File: config.mk
export PLATFORM = sky130hd
export DESIGN_NAME = fg_function_gen
export DESIGN_NICKNAME = d
export VERILOG_FILES = /design/src/pkg/fg_pkg.sv /design/src/design/fg_function_gen.sv /design/src/design/fg_sine_rom.sv
export VERILOG_INCLUDE_DIRS = /design/src /design/src/pkg
export SDC_FILE = /design/constraint.sdc
export NUM_CORES = 1
export LEC_CHECK = 0
export BUFFER_PORTS_ARGS = -buffer_cell sky130_fd_sc_hd__buf_2
export CORE_ASPECT_RATIO = 1.5
export CORE_MARGIN = 2
export CORE_UTILIZATION = 55
export DETAILED_ROUTE_END_ITERATION = 7
export PLACE_DENSITY = 0.76
export REMOVE_ABC_BUFFERS = 1
export SYNTH_ARGS = -nofsm -noshare
export SYNTH_HDL_FRONTEND = slang
export SYNTH_SLANG_ARGS = --single-unit
File: constraint.sdc
create_clock -name CLK -period 22.5 [get_ports CLK]
set_clock_uncertainty 0.1 [all_clocks]
set_input_delay 4.5 -clock CLK [delete_from_list [all_inputs] [get_ports CLK]]
set_output_delay 4.5 -clock CLK [all_outputs]
set_load 0.05 [all_outputs]
File: src/pkg/fg_consts.svh
`ifndef FG_CONSTS_SVH
`define FG_CONSTS_SVH

// ********************
// Register byte offsets
// ********************
`define FG_REG_WAVE     8'h00
`define FG_REG_AMPL     8'h04
`define FG_REG_OFFS     8'h08
`define FG_REG_PER      8'h0c
`define FG_REG_CMD      8'h10
`define FG_REG_STAT     8'h14
`define FG_REG_CODE     8'h18

// ********************
// Field layout and reset values
// ********************
`define FG_CMD_CODE     32'h0000_0191
`define FG_STAT_DRIVE   4
`define FG_WAVE_RST     3'h0
`define FG_AMPL_RST     12'h000
`define FG_OFFS_RST     12'h000
`define FG_PER_RST      12'h000
`define FG_RESP_OKAY    2'h0
`define FG_RESP_SLVERR  2'h2

// ********************
// Waveform selector codes
// ********************
`define FG_WAVE_OFF     3'h0
`define FG_WAVE_DC      3'h1
`define FG_WAVE_RAMP_UP 3'h2
`define FG_WAVE_RAMP_DN 3'h3
`define FG_WAVE_TRI     3'h4
`define FG_WAVE_SQUARE  3'h5
`define FG_WAVE_SINE    3'h6

// ********************
// Sine sizes and timing
// ********************
`define FG_SINE_MID     15'h0c00
`define FG_SINE_SEL_MAX 12'h002
`define FG_PER_MIN      12'h005
`define FG_PHASE_STEPS  32'h0000_0080
`define FG_CLK_HZ       20000000
`define FG_PER_UNIT_MS  1
`define FG_CYC_PER_MS   (`FG_CLK_HZ / 1000 * `FG_PER_UNIT_MS)
`define FG_CYC_MIN      2048

`endif

File: src/pkg/fg_pkg.sv
`default_nettype none

package fg_pkg;

  // Generator operating mode
  typedef enum logic [1:0] {
    FG_MODE_OFF,
    FG_MODE_DC,
    FG_MODE_SHAPE
  } fg_mode_type;

  // Output code in steps of 1.2 mV, signed
  typedef logic signed [14:0] fg_code_type;

  // Signed sine sample from the table
  typedef logic signed [12:0] fg_sine_type;

endpackage : fg_pkg

`default_nettype wire

File: src/design/fg_function_gen.sv
// Notes on behaviour
// [RULE1] One command (wave, amplitude, offset, period) is the only control.
// [RULE2] Selector: 0 off, 1 steady, 2 up, 3 down, 4 triangle, 5 square, 6 sine.
// [RULE3] Non-sine amplitude is peak-to-peak in 2.4 mV steps, 0 to 1667.
// [RULE4] Non-sine offset is a base level in -1.2 mV steps, 0 to 3333.
// [RULE5] Period is one cycle in ms, 5 to 2000.
// [RULE6] Output is 2.4 mV times shaped amplitude minus 1.2 mV times offset.
// [RULE7] Selector 1 holds a constant level.
// [RULE8] Selector 0 releases the output instead of driving zero.
// [RULE9] Sine comes from a table, other shapes are computed.
// [RULE10] Sine amplitude 0, 1, 2 gives 8, 4, 2 V peak-to-peak.
// [RULE11] A positive-only shape uses offset zero, amplitude peak over 2.4 mV.
// [RULE12] A negative level uses selector 1, zero amplitude, offset over -1.2 mV.
// [RULE13] A command replaces all four parameters and restarts the cycle.
`include "fg_consts.svh"
`default_nettype none

module fg_function_gen #(
  parameter int CYC_PER_MS = `FG_CYC_PER_MS, // Clock cycles per millisecond
  parameter int ADDR_W     = 8               // AXI address width
) (
  input  wire logic              CLK,           // System clock
  input  wire logic              RST,           // Asynchronous reset, active high
  input  wire logic [ADDR_W-1:0] S_AXI_AWADDR,  // Write address
  input  wire logic              S_AXI_AWVALID, // Write address valid
  output var  logic              S_AXI_AWREADY, // Write address ready
  input  wire logic [31:0]       S_AXI_WDATA,   // Write data
  input  wire logic [3:0]        S_AXI_WSTRB,   // Write byte strobes
  input  wire logic              S_AXI_WVALID,  // Write data valid
  output var  logic              S_AXI_WREADY,  // Write data ready
  output var  logic [1:0]        S_AXI_BRESP,   // Write response
  output var  logic              S_AXI_BVALID,  // Write response valid
  input  wire logic              S_AXI_BREADY,  // Write response ready
  input  wire logic [ADDR_W-1:0] S_AXI_ARADDR,  // Read address
  input  wire logic              S_AXI_ARVALID, // Read address valid
  output var  logic              S_AXI_ARREADY, // Read address ready
  output var  logic [31:0]       S_AXI_RDATA,   // Read data
  output var  logic [1:0]        S_AXI_RRESP,   // Read response
  output var  logic              S_AXI_RVALID,  // Read data valid
  input  wire logic              S_AXI_RREADY,  // Read data ready
  output var fg_pkg::fg_code_type AO_CODE,      // Output level, 1.2 mV steps
  output var  logic              AO_DRIVE,      // Output stage drives the line
  output var  logic              AO_CYCLE       // Pulse at each cycle start
);

  // ********************
  // Elaboration checks
  // ********************
  if (CYC_PER_MS < `FG_CYC_MIN || ADDR_W < 5) begin : g_bad_param
    $error("fg_function_gen: CYC_PER_MS below minimum or ADDR_W too narrow");
  end

  // ********************
  // Declarations
  // ********************
  logic [2:0]          wave_sh;
  logic [11:0]         ampl_sh;
  logic [11:0]         offs_sh;
  logic [11:0]         per_sh;
  logic [2:0]          sel;
  logic [11:0]         ampl;
  logic [11:0]         offs;
  logic [31:0]         ncyc;
  fg_pkg::fg_mode_type mode;
  logic                aw_held;
  logic                w_held;
  logic [ADDR_W-1:0]   waddr;
  logic [31:0]         wdata;
  logic [3:0]          wstrb;
  logic                wr_go;
  logic                wr_ok;
  logic [31:0]         cmd_word;
  logic                commit;
  logic [31:0]         rd_val;
  logic                rd_ok;
  logic [11:0]         per_eff;
  logic [31:0]         cyc;
  logic                last;
  logic [31:0]         acc_r;
  logic [31:0]         acc_t;
  logic [31:0]         acc_s;
  logic [31:0]         sum_r;
  logic [31:0]         sum_t;
  logic [31:0]         sum_s;
  logic [11:0]         lvl_r;
  logic [12:0]         lvl_t;
  logic [6:0]          phase;
  fg_pkg::fg_sine_type sine_val;
  logic [1:0]          ssel;
  logic [12:0]         shaped;
  fg_pkg::fg_code_type next_code;

  // ********************
  // Helpers
  // ********************

  // Byte-lane merge of a write into an old word
  function automatic logic [31:0] fg_merge(input logic [31:0] old_w,
                                           input logic [31:0] new_w,
                                           input logic [3:0]  strb);
    logic [31:0] res;
    res = old_w;
    for (int i = 0; i < 4; i++) begin
      if (strb[i]) begin
        res[8*i +: 8] = new_w[8*i +: 8];
      end
    end
    return res;
  endfunction : fg_merge

  // ********************
  // AXI4-Lite write channels
  // ********************

  // Address and data taken in either order, answer after both
  always_ff @(posedge CLK or posedge RST) begin
    if (RST) begin
      S_AXI_AWREADY <= 1'b1;
      S_AXI_WREADY  <= 1'b1;
      S_AXI_BVALID  <= 1'b0;
      S_AXI_BRESP   <= `FG_RESP_OKAY;
      aw_held       <= 1'b0;
      w_held        <= 1'b0;
      waddr         <= '0;
      wdata         <= 32'h0000_0000;
      wstrb         <= 4'h0;
    end else begin
      if (S_AXI_AWVALID && S_AXI_AWREADY) begin
        aw_held       <= 1'b1;
        waddr         <= S_AXI_AWADDR;
        S_AXI_AWREADY <= 1'b0;
      end
      if (S_AXI_WVALID && S_AXI_WREADY) begin
        w_held       <= 1'b1;
        wdata        <= S_AXI_WDATA;
        wstrb        <= S_AXI_WSTRB;
        S_AXI_WREADY <= 1'b0;
      end
      if (wr_go) begin
        aw_held      <= 1'b0;
        w_held       <= 1'b0;
        S_AXI_BVALID <= 1'b1;
        S_AXI_BRESP  <= wr_ok ? `FG_RESP_OKAY : `FG_RESP_SLVERR;
      end
      if (S_AXI_BVALID && S_AXI_BREADY) begin
        S_AXI_BVALID  <= 1'b0;
        S_AXI_AWREADY <= 1'b1;
        S_AXI_WREADY  <= 1'b1;
      end
    end
  end

  // Write decode: which offsets take a write
  assign wr_go    = aw_held && w_held;
  assign cmd_word = fg_merge(32'h0000_0000, wdata, wstrb);
  always_comb begin
    if (waddr == ADDR_W'(`FG_REG_WAVE)) begin
      wr_ok = 1'b1;
    end else if (waddr == ADDR_W'(`FG_REG_AMPL)) begin
      wr_ok = 1'b1;
    end else if (waddr == ADDR_W'(`FG_REG_OFFS)) begin
      wr_ok = 1'b1;
    end else if (waddr == ADDR_W'(`FG_REG_PER)) begin
      wr_ok = 1'b1;
    end else if (waddr == ADDR_W'(`FG_REG_CMD)) begin
      wr_ok = 1'b1;
    end else begin
      wr_ok = 1'b0;
    end
  end

  // Only the one command code applies the parameters
  assign commit = wr_go && (waddr == ADDR_W'(`FG_REG_CMD))
                  && (cmd_word == `FG_CMD_CODE);  // see [RULE1]

  // Staged parameters, written freely before the command
  always_ff @(posedge CLK or posedge RST) begin
    if (RST) begin
      wave_sh <= `FG_WAVE_RST;
      ampl_sh <= `FG_AMPL_RST;
      offs_sh <= `FG_OFFS_RST;
      per_sh  <= `FG_PER_RST;
    end else if (wr_go) begin
      if (waddr == ADDR_W'(`FG_REG_WAVE)) begin
        wave_sh <= 3'(fg_merge({29'h0, wave_sh}, wdata, wstrb));
      end else if (waddr == ADDR_W'(`FG_REG_AMPL)) begin
        ampl_sh <= 12'(fg_merge({20'h0, ampl_sh}, wdata, wstrb));
      end else if (waddr == ADDR_W'(`FG_REG_OFFS)) begin
        offs_sh <= 12'(fg_merge({20'h0, offs_sh}, wdata, wstrb));
      end else if (waddr == ADDR_W'(`FG_REG_PER)) begin
        per_sh <= 12'(fg_merge({20'h0, per_sh}, wdata, wstrb));
      end
    end
  end

  // ********************
  // AXI4-Lite read channels
  // ********************

  // Read decode
  always_comb begin
    rd_val = 32'h0000_0000;
    rd_ok  = 1'b1;
    if (S_AXI_ARADDR == ADDR_W'(`FG_REG_WAVE)) begin
      rd_val = {29'h0, wave_sh};
    end else if (S_AXI_ARADDR == ADDR_W'(`FG_REG_AMPL)) begin
      rd_val = {20'h0, ampl_sh};
    end else if (S_AXI_ARADDR == ADDR_W'(`FG_REG_OFFS)) begin
      rd_val = {20'h0, offs_sh};
    end else if (S_AXI_ARADDR == ADDR_W'(`FG_REG_PER)) begin
      rd_val = {20'h0, per_sh};
    end else if (S_AXI_ARADDR == ADDR_W'(`FG_REG_CMD)) begin
      rd_val = 32'h0000_0000;
    end else if (S_AXI_ARADDR == ADDR_W'(`FG_REG_STAT)) begin
      rd_val = {27'h0, AO_DRIVE, 1'b0, sel};
    end else if (S_AXI_ARADDR == ADDR_W'(`FG_REG_CODE)) begin
      rd_val = {{17{AO_CODE[14]}}, AO_CODE};
    end else begin
      rd_ok = 1'b0;
    end
  end

  // Address taken, data one cycle later until taken
  always_ff @(posedge CLK or posedge RST) begin
    if (RST) begin
      S_AXI_ARREADY <= 1'b1;
      S_AXI_RVALID  <= 1'b0;
      S_AXI_RDATA   <= 32'h0000_0000;
      S_AXI_RRESP   <= `FG_RESP_OKAY;
    end else if (S_AXI_ARVALID && S_AXI_ARREADY) begin
      S_AXI_ARREADY <= 1'b0;
      S_AXI_RVALID  <= 1'b1;
      S_AXI_RDATA   <= rd_val;
      S_AXI_RRESP   <= rd_ok ? `FG_RESP_OKAY : `FG_RESP_SLVERR;
    end else if (S_AXI_RVALID && S_AXI_RREADY) begin
      S_AXI_RVALID  <= 1'b0;
      S_AXI_ARREADY <= 1'b1;
    end
  end

  // ********************
  // Active parameters and mode
  // ********************

  // Period clamped to the shortest usable cycle
  assign per_eff = (per_sh < `FG_PER_MIN) ? `FG_PER_MIN : per_sh;  // see [RULE5]

  // All four parameters replaced at once on the command
  always_ff @(posedge CLK or posedge RST) begin
    if (RST) begin
      sel  <= `FG_WAVE_OFF;
      ampl <= `FG_AMPL_RST;
      offs <= `FG_OFFS_RST;
      ncyc <= 32'h0000_0000;
      mode <= fg_pkg::FG_MODE_OFF;
    end else if (commit) begin
      sel  <= wave_sh;  // see [RULE13]
      ampl <= ampl_sh;  // see [RULE3]
      offs <= offs_sh;  // see [RULE4]
      ncyc <= 32'(per_eff) * 32'(CYC_PER_MS);  // see [RULE5]
      case (wave_sh)  // see [RULE2]
        `FG_WAVE_DC:      mode <= fg_pkg::FG_MODE_DC;
        `FG_WAVE_RAMP_UP: mode <= fg_pkg::FG_MODE_SHAPE;
        `FG_WAVE_RAMP_DN: mode <= fg_pkg::FG_MODE_SHAPE;
        `FG_WAVE_TRI:     mode <= fg_pkg::FG_MODE_SHAPE;
        `FG_WAVE_SQUARE:  mode <= fg_pkg::FG_MODE_SHAPE;
        `FG_WAVE_SINE:    mode <= fg_pkg::FG_MODE_SHAPE;
        default:          mode <= fg_pkg::FG_MODE_OFF;
      endcase
    end
  end

  // ********************
  // Cycle timing and shape accumulators
  // ********************
  assign last  = (cyc == ncyc - 32'h1);
  assign sum_r = acc_r + 32'(ampl);
  assign sum_t = acc_t + 32'({ampl, 1'b0});
  assign sum_s = acc_s + `FG_PHASE_STEPS;

  // Stepwise division: each level step after one share of the cycle
  always_ff @(posedge CLK or posedge RST) begin
    if (RST) begin
      cyc   <= 32'h0000_0000;
      acc_r <= 32'h0000_0000;
      acc_t <= 32'h0000_0000;
      acc_s <= 32'h0000_0000;
      lvl_r <= 12'h000;
      lvl_t <= 13'h0000;
      phase <= 7'h00;
    end else if (commit || mode != fg_pkg::FG_MODE_SHAPE || last) begin
      cyc   <= 32'h0000_0000;  // see [RULE13]
      acc_r <= 32'h0000_0000;
      acc_t <= 32'h0000_0000;
      acc_s <= 32'h0000_0000;
      lvl_r <= 12'h000;
      lvl_t <= 13'h0000;
      phase <= 7'h00;
    end else begin
      cyc <= cyc + 32'h1;
      // Ramp climbs to the amplitude over the cycle
      if (sum_r >= ncyc) begin
        acc_r <= sum_r - ncyc;  // see [RULE9]
        lvl_r <= lvl_r + 12'h001;
      end else begin
        acc_r <= sum_r;
      end
      // Triangle base climbs to twice the amplitude
      if (sum_t >= ncyc) begin
        acc_t <= sum_t - ncyc;  // see [RULE9]
        lvl_t <= lvl_t + 13'h0001;
      end else begin
        acc_t <= sum_t;
      end
      // Sine table position
      if (sum_s >= ncyc) begin
        acc_s <= sum_s - ncyc;
        phase <= phase + 7'h01;
      end else begin
        acc_s <= sum_s;
      end
    end
  end

  // ********************
  // Sine table
  // ********************
  fg_sine_rom u_sine (
    .CLK   (CLK),
    .RST   (RST),
    .phase (phase),
    .value (sine_val)  // see [RULE9]
  );

  // ********************
  // Output level
  // ********************

  // Sine size picked by the amplitude, larger values give the smallest
  assign ssel = (ampl > `FG_SINE_SEL_MAX) ? 2'h2 : ampl[1:0];  // see [RULE10]

  // Shaped amplitude term
  always_comb begin
    case (sel)
      `FG_WAVE_RAMP_UP: shaped = {1'b0, lvl_r};
      `FG_WAVE_RAMP_DN: shaped = {1'b0, ampl - lvl_r};
      `FG_WAVE_TRI:     shaped = (lvl_t <= {1'b0, ampl}) ? lvl_t
                                 : 13'({ampl, 1'b0} - lvl_t);
      `FG_WAVE_SQUARE:  shaped = (cyc < {1'b0, ncyc[31:1]}) ? {1'b0, ampl} : 13'h0000;
      default:          shaped = {1'b0, ampl};  // see [RULE7]
    endcase
  end

  // Level in 1.2 mV steps: twice amplitude term less offset, for sine the table sample plus mid level less offset
  always_comb begin
    if (sel == `FG_WAVE_SINE) begin
      next_code = {{2{sine_val[12]}}, sine_val >>> ssel}  // see [RULE10]
                  + $signed(`FG_SINE_MID >> ssel)
                  - $signed({3'b000, offs});  // see [RULE10]
    end else begin
      next_code = $signed({1'b0, shaped, 1'b0})
                  - $signed({3'b000, offs});  // see [RULE6]
    end
  end

  // Registered outputs; off releases the line
  always_ff @(posedge CLK or posedge RST) begin
    if (RST) begin
      AO_CODE  <= 15'sh0000;
      AO_DRIVE <= 1'b0;
      AO_CYCLE <= 1'b0;
    end else begin
      case (mode)
        fg_pkg::FG_MODE_OFF: begin
          AO_CODE  <= 15'sh0000;
          AO_DRIVE <= 1'b0;  // see [RULE8]
        end
        default: begin
          AO_CODE  <= next_code;  // see [RULE6]
          AO_DRIVE <= 1'b1;
        end
      endcase
      AO_CYCLE <= commit || (last && mode == fg_pkg::FG_MODE_SHAPE);
    end
  end

endmodule : fg_function_gen

`default_nettype wire

File: src/design/fg_sine_rom.sv
`default_nettype none

module fg_sine_rom (
  input  wire logic            CLK,   // System clock
  input  wire logic            RST,   // Asynchronous reset
  input  wire logic [6:0]      phase, // Position in one cycle
  output var fg_pkg::fg_sine_type value // Registered sine sample
);

  logic [4:0]  idx;
  logic [11:0] mag;

  // Quarter wave mirrored into the second and fourth quadrants
  assign idx = phase[5] ? ~phase[4:0] : phase[4:0];

  // Quarter wave table, full scale of about 4 V in 1.2 mV steps
  always_comb begin
    case (idx)
      5'h00: mag = 12'h052;  5'h01: mag = 12'h0f5;  5'h02: mag = 12'h198;
      5'h03: mag = 12'h23a;  5'h04: mag = 12'h2da;  5'h05: mag = 12'h379;
      5'h06: mag = 12'h415;  5'h07: mag = 12'h4b0;  5'h08: mag = 12'h547;
      5'h09: mag = 12'h5db;  5'h0a: mag = 12'h66b;  5'h0b: mag = 12'h6f7;
      5'h0c: mag = 12'h77f;  5'h0d: mag = 12'h803;  5'h0e: mag = 12'h881;
      5'h0f: mag = 12'h8fa;  5'h10: mag = 12'h96e;  5'h11: mag = 12'h9dc;
      5'h12: mag = 12'ha44;  5'h13: mag = 12'haa5;  5'h14: mag = 12'hb00;
      5'h15: mag = 12'hb54;  5'h16: mag = 12'hba1;  5'h17: mag = 12'hbe7;
      5'h18: mag = 12'hc26;  5'h19: mag = 12'hc5d;  5'h1a: mag = 12'hc8c;
      5'h1b: mag = 12'hcb4;  5'h1c: mag = 12'hcd4;  5'h1d: mag = 12'hcec;
      5'h1e: mag = 12'hcfc;  default: mag = 12'hd04;
    endcase
  end

  // Registered read, negative half by negation
  always_ff @(posedge CLK or posedge RST) begin
    if (RST) begin
      value <= 13'sh0000;
    end else if (phase[6]) begin
      value <= -$signed({1'b0, mag});
    end else begin
      value <= $signed({1'b0, mag});
    end
  end

endmodule : fg_sine_rom

`default_nettype wire

* Word level (Yosys, flattened, before mapping) *
Memory sizes are Yosys's and may differ from the RTL's.
Index checks and enable logic that the tools add are counted.

word-level totals
  flip-flop bits (word level) = 367
  ROM bits = 384
  memories kept = 1

memories
  name              depth  width  rd ports  clocked after Yosys merged registers in  write ports  line               RTL
  (name not given)  32     12     1         0                                        0            fg_sine_rom.sv:18  case (idx)

operators by class
  $add $sub $neg = 17
  multiply operators = 1
  $lt $le $gt $ge = 7
  equality and inequality tests = 25
  shifts and indexed selects = 2
  muxes and demuxes = 63
  bitwise gates (word level) = 4
  reductions and logical operators = 32

operators with widths
  cell                                                  number
  two-way mux 32 bit                                    14
  >= comparator 32 x 27 -> 1 bit                        3
  subtractor 32 x 27 -> 32 bit                          3
  two-way mux 13 bit                                    4
  one-hot mux 13 bit (4 select lines)                   1
  two-way mux 12 bit                                    4
  adder 32 x 1 -> 32 bit, second input constant         1
  adder 32 x 12 -> 32 bit                               1
  adder 32 x 13 -> 32 bit                               1
  adder 32 x 8 -> 32 bit, second input constant         1
  equality test 32 bit                                  1
  equality test 32 x 9 -> 1 bit, second input constant  1
  equality test 8 x 4 -> 1 bit, second input constant   4
  equality test 8 x 5 -> 1 bit, second input constant   4
  less-than comparator 32 x 26 -> 1 bit                 1
  two-way mux 8 bit                                     4
  two-way mux 15 bit                                    2
  subtractor 27 x 1 -> 28 bit, second input constant    1
  two-way mux 1 bit                                     27
  multiplier 12 x 10 -> 22 bit, second input constant   1
  equality test 3 bit, second input constant            6
  nonzero test 2 bit                                    9
  equality test 8 x 3 -> 1 bit, second input constant   2
  logical NOT 8 bit                                     2
  other kinds (32)                                      53

* Longest topological paths before layout *
  depth after elaboration = 9
  depth in mapped cells = 25
  gate-level depth less buffers = 23

* Modules after synthesis *
Synthesis repeated with hierarchy kept, for this count alone.

unflattened totals
  cell total of the unflattened synthesis = 3146
  area, all modules = 27994.3 um2

by module, submodules not included
  module           instances  cells an instance  area each (um2)  sequential area each (um2)
  fg_function_gen  1          2904               25983.7          8236.6
  fg_sine_rom      1          242                2010.7           325.3

* Least setup slack after synthesis *
OpenSTA, ideal clock, no wires.

  kind = input to register
  start = input port S_AXI_ARADDR[1]
  end = register S_AXI_RDATA[4]
  library setup time = 0.083 ns
  arrival time = 6.145 ns
  required time = 22.317 ns
  path slack = 16.173 ns
  stages on the path = 7
  cells stage by stage = nor3_1 nand2_1 or2_2 clkbuf_1 nor3b_1 a221oi_1 o21ai_0

on the way
  word-level cells in the longest chain between the ends = 8
  elaborated cells between the ends (all ways) = 14
  classes of those cells = eq/ne (6); mux (7); reduce/logical (1)

ends and longest elaborated chain
  item                          line                    RTL
  start: declaration            fg_function_gen.sv:34   input wire logic [ADDR_W-1:0] S_AXI_ARADDR,
  equality test 8 x 5 -> 1 bit  fg_function_gen.sv:216  end else if (S_AXI_ARADDR == ADDR_W'(`FG_REG_CODE)) begin
  two-way mux 32 bit            fg_function_gen.sv:216
  two-way mux 32 bit            fg_function_gen.sv:214  end else if (S_AXI_ARADDR == ADDR_W'(`FG_REG_STAT)) begin
  two-way mux 32 bit            fg_function_gen.sv:212  end else if (S_AXI_ARADDR == ADDR_W'(`FG_REG_CMD)) begin
  two-way mux 32 bit            fg_function_gen.sv:210  end else if (S_AXI_ARADDR == ADDR_W'(`FG_REG_PER)) begin
  two-way mux 32 bit            fg_function_gen.sv:208  end else if (S_AXI_ARADDR == ADDR_W'(`FG_REG_OFFS)) begin
  two-way mux 32 bit            fg_function_gen.sv:206  end else if (S_AXI_ARADDR == ADDR_W'(`FG_REG_AMPL)) begin
  two-way mux 32 bit *          fg_function_gen.sv:204  if (S_AXI_ARADDR == ADDR_W'(`FG_REG_WAVE)) begin
  end signal: assignment        fg_function_gen.sv:233  S_AXI_RDATA <= rd_val;
  end: declaration              fg_function_gen.sv:37   output var logic [31:0] S_AXI_RDATA,

Mark *: on every way between the ends. The rest lies on a longest branch, timed or not.
A chain may end at the register's enable or synchronous reset.

* Worst setup path in the final report *
  start = register ampl[1]
  end = register acc_r[29]

on the way
  word-level cells in the longest chain between the ends = 4
  elaborated cells between the ends (all ways) = 5
  classes of those cells = add/sub (2); order compare (1); mux (2)

ends and longest elaborated chain
  item                                                                            line                                            RTL
  start: declaration                                                              fg_function_gen.sv:61                           logic [11:0] ampl;
  start signal: assignment                                                        fg_function_gen.sv:252                          ampl <= `FG_AMPL_RST;
  start signal: assignment                                                        fg_function_gen.sv:258                          ampl <= ampl_sh;
  adder 32 x 12 -> 32 bit *                                                       fg_function_gen.sv:277                          assign sum_r = acc_r + 32'(ampl);
  subtractor 32 x 27 -> 32 bit or >= comparator 32 x 27 -> 1 bit (tied branches)  fg_function_gen.sv:303, fg_function_gen.sv:302
  two-way mux 32 bit *                                                            fg_function_gen.sv:302                          if (sum_r >= ncyc) begin
  two-way mux 32 bit *                                                            fg_function_gen.sv:291                          end else if (commit || mode != fg_pkg::FG_MODE_SHAPE || last) begin
  end signal: assignment                                                          fg_function_gen.sv:303                          acc_r <= sum_r - ncyc;
  end signal: assignment                                                          fg_function_gen.sv:306                          acc_r <= sum_r;
  end: declaration                                                                fg_function_gen.sv:79                           logic [31:0] acc_r;

Marked as above.

==> reports/qor.csv <==
metric,value,unit
slew_headroom,0.1306,
die_x,185.0,µm
synthesis.area_per_instance,8.969,µm²
cts_tree,done,
hold_path_class,register to register,
drc,0,
grt_max_degree,176,
ys_ff_latch,342,
clock-root-buffer,clkbuf_16,
pwr-share-comb,0.201,
critical_path_class,register to register,
grt_pass1_wl,117100,µm
cp_slowest_cell,o2111a_2,
setup_tns,0,ns
max_cap_violations,0,
antenna_found_initial,0,
rsz0062_at_grt,false,
min_period,6.559,ns
clk_pin_slew_worst_paths,0.07,ns
fill_cells,4250,
io_pins,117,
clock_latency,0.55,ns
synth.yosys.seq_area_share,0.3168,
final_cells,3747,
layout.nets,3413,
ant_nets,0,
r2r_cells,20,
finalHoldViolCount,0,
synth.distinct_cells,93,
yosysTopAreaCell,dfrtp_1,
path_cells,"inv_1, fa_1, nor2b_1, o2111ai_1, nand3_1, a41o_1, nand2b_1, nor2_1, xor2_1, ha_1, o21ai_0, a221oi_1, a2111oi_0, o211ai_1, a41oi_1, a211o_1, o2111a_2, nor3_1, and4_1, nor3_1",
peakVddDrop,0.00009191,V
dp_slack,15.61,ns
crit_family,compound AO/OA/AOI/OAI gates,
maxSlewViolCount,0,
synth_top_cell_area_share,0.3139,
p_int,1.174,mW
status,completed,
numCtsBuffers,35,
ys_top_cells_by_area,"dfrtp_1 31%, ha_1 12%, xnor2_1 5.5%, mux2_2 5.5%, nor2_1 4.0%",
place_area,27990,µm²
setup_viol,0,
synthArstFlopShare,1.000,
finalWorstSetupSlack,15.94,ns
cpMostUsedCell,nor3_1,
final_area,29180,µm²
p_sw_frac,0.2997,
num_rows,99,
synth_edf_count,0,
power,1.677,mW
drt-pass1-iter-count,6,
postCtsResizedCells,0,
crit_path_max_incr_delay,0.93,ns
antennaDiodeCount,0,
cts_setup_buffers,0,
tightest_slew,1.288,ns
yosys-top-cells-count,"339 x dfrtp_1, 288 x nor2_1, 256 x nand2_1, 252 x ha_1, 200 x a21oi_1",
yosysWarnings,0,
routedWlPerCell,19.35,µm
end_kind,register,
cp.arrival,6.91,ns
cp.depth,20,
netlist_area,27020,µm²
cts_buffer_depth,3,
start_util,0.5565,
holdBufCountCts,0,
worstPathMaxFanout,54,
p_seq_frac,0.437,
min_path_cells,2,
drive_gt1_frac,0.1174,
fmax,0.1525,GHz
clkPwrFrac,0.362,
grtUsageTotal,0.2885,
dp_hpwl,55210,µm
synth_most_common_cell,dfrtp_1,
die_area,50960,µm²
switchingPower,502.5,µW
grt_pass1_vias,23101,
drt_iter0_markers,1384,
cts.sinks,342,
startpoint_type,register,
synthToLayoutAreaGrowth,7.968,%
die_h,275.5,µm
core_area,48560,µm²
htree_levels,2,
seq_area,8562,µm²
place.gp.congestion,0.9660,
leakage,13.63,nW
post-route-period-util,0.2915,
synthFlopType,dfrtp_1,
crit_required,22.85,ns
power_density,57.46,nW/µm²
vias,22779,
crit_buf_inv,1,
routed_wl,72520,µm
overflow,0,
synthCells,3013,
portBuffers,114,
place_inst,3684,
multi_input_area,17180,µm²
via_per_inst,6.079,
## per-stage QoR
stage / hold slack [ns] / utilization
6_report: 0.3908 / 0.6009
5_1_grt: 0.4133 / 0.6009
4_1_cts: 0.3934 / 0.6009
3_5_place_dp: 0.3770 / 0.5765
3_3_place_gp: 0.3675 / 0.5765
2_1_floorplan: 0.3479 / -
## cell families after synthesis
group,count (synthesis),share of synthesized area
simple gates,977,0.1727
compound gates,627,0.1502
flops,342,0.3168
buf+inv,309,0.04806
fa+ha+maj,289,0.1441
xor+xnor,284,0.09274
mux,184,0.07515
other cells,1,0.0001388
## worst register-to-register path, delay by kind of cell (launching register included)
family | cells | cell delay, ns
buffers and inverters | 1 | 0.24
AND/OR/NAND/NOR | 7 | 1.34
XOR/XNOR | 1 | 0.22
AO/OA/AOI/OAI | 9 | 3.13
adder cells (fa/ha/maj) | 2 | 0.82
flip-flops | 1 | 0.63
## state kept, by name (all words and copies together) (netlist names), 2 cells and up
name          count
per_sh           12
acc_r            32
waddr             8
offs_sh          12
ampl             12
ampl_sh          12
S_AXI_RDATA      15
cyc              32
offs             12
u_sine.value     13
wstrb             4
lvl_r            12
wdata            32
acc_s            27
sel               3
AO_CODE          15
ncyc             22
acc_t            31
wave_sh           3
mode              2
lvl_t            13
phase             7
## layer usage
metal / vias to the layer above / GRT usage / part of all wire
li1: 10745 / - / -
met1: 10991 / 0.3149 / 0.37
met2: 750 / 0.5165 / 0.50
met3: 293 / 0.04024 / 0.050
met4: 0 / 0.1972 / 0.077
met5: - / 0 / 0
## cell usage in the layout, fill, tap and decap left out, drive strengths merged, types with 130 or more instances in the layout
cell and n:
dfrtp 339, nor2 289, nand2 256, ha 252, a21oi 200, inv 194, xnor2 170, o21ai 134
mux2 131, buf 130
## layout make-up
| cell class | count | area share |
|---|---|---|
| well taps | 656 | 0.02813 |
| multi-input cells | 2363 | 0.5887 |
| clock inverters | 9 | 0.003945 |
| repair buffers | 130 | 0.02410 |
| clock buffers | 54 | 0.03662 |
| flip-flops and latches | 342 | 0.2935 |
| inverters | 193 | 0.02509 |
## worst paths after layout
kind / slack [ns] / end / startpoint
max in group asynchronous: 16.85 / u_sine.value[5] / RST
hold / removal: 0.39 / S_AXI_RDATA[1] / S_AXI_RDATA[1]
hold reg to reg: 0.39 / S_AXI_RDATA[1] / S_AXI_RDATA[1]
min in group asynchronous: 3.97 / S_AXI_BVALID / RST
setup reg to reg: 15.94 / acc_r[29] / ampl[1]
setup / recovery: 15.94 / acc_r[29] / ampl[1]
## power groups by stage
stage	Sequential (mW)	Clock [mW]	Combinational [mW]
after floorplan	0.731	0	0.244
after global placement	0.738	0	0.315
after detailed placement	0.742	0	0.332
after CTS	0.732	0.616	0.337
after global routing	0.739	0.638	0.380
final	0.733	0.607	0.336
Note: power is estimated with default switching activity, not from simulation.
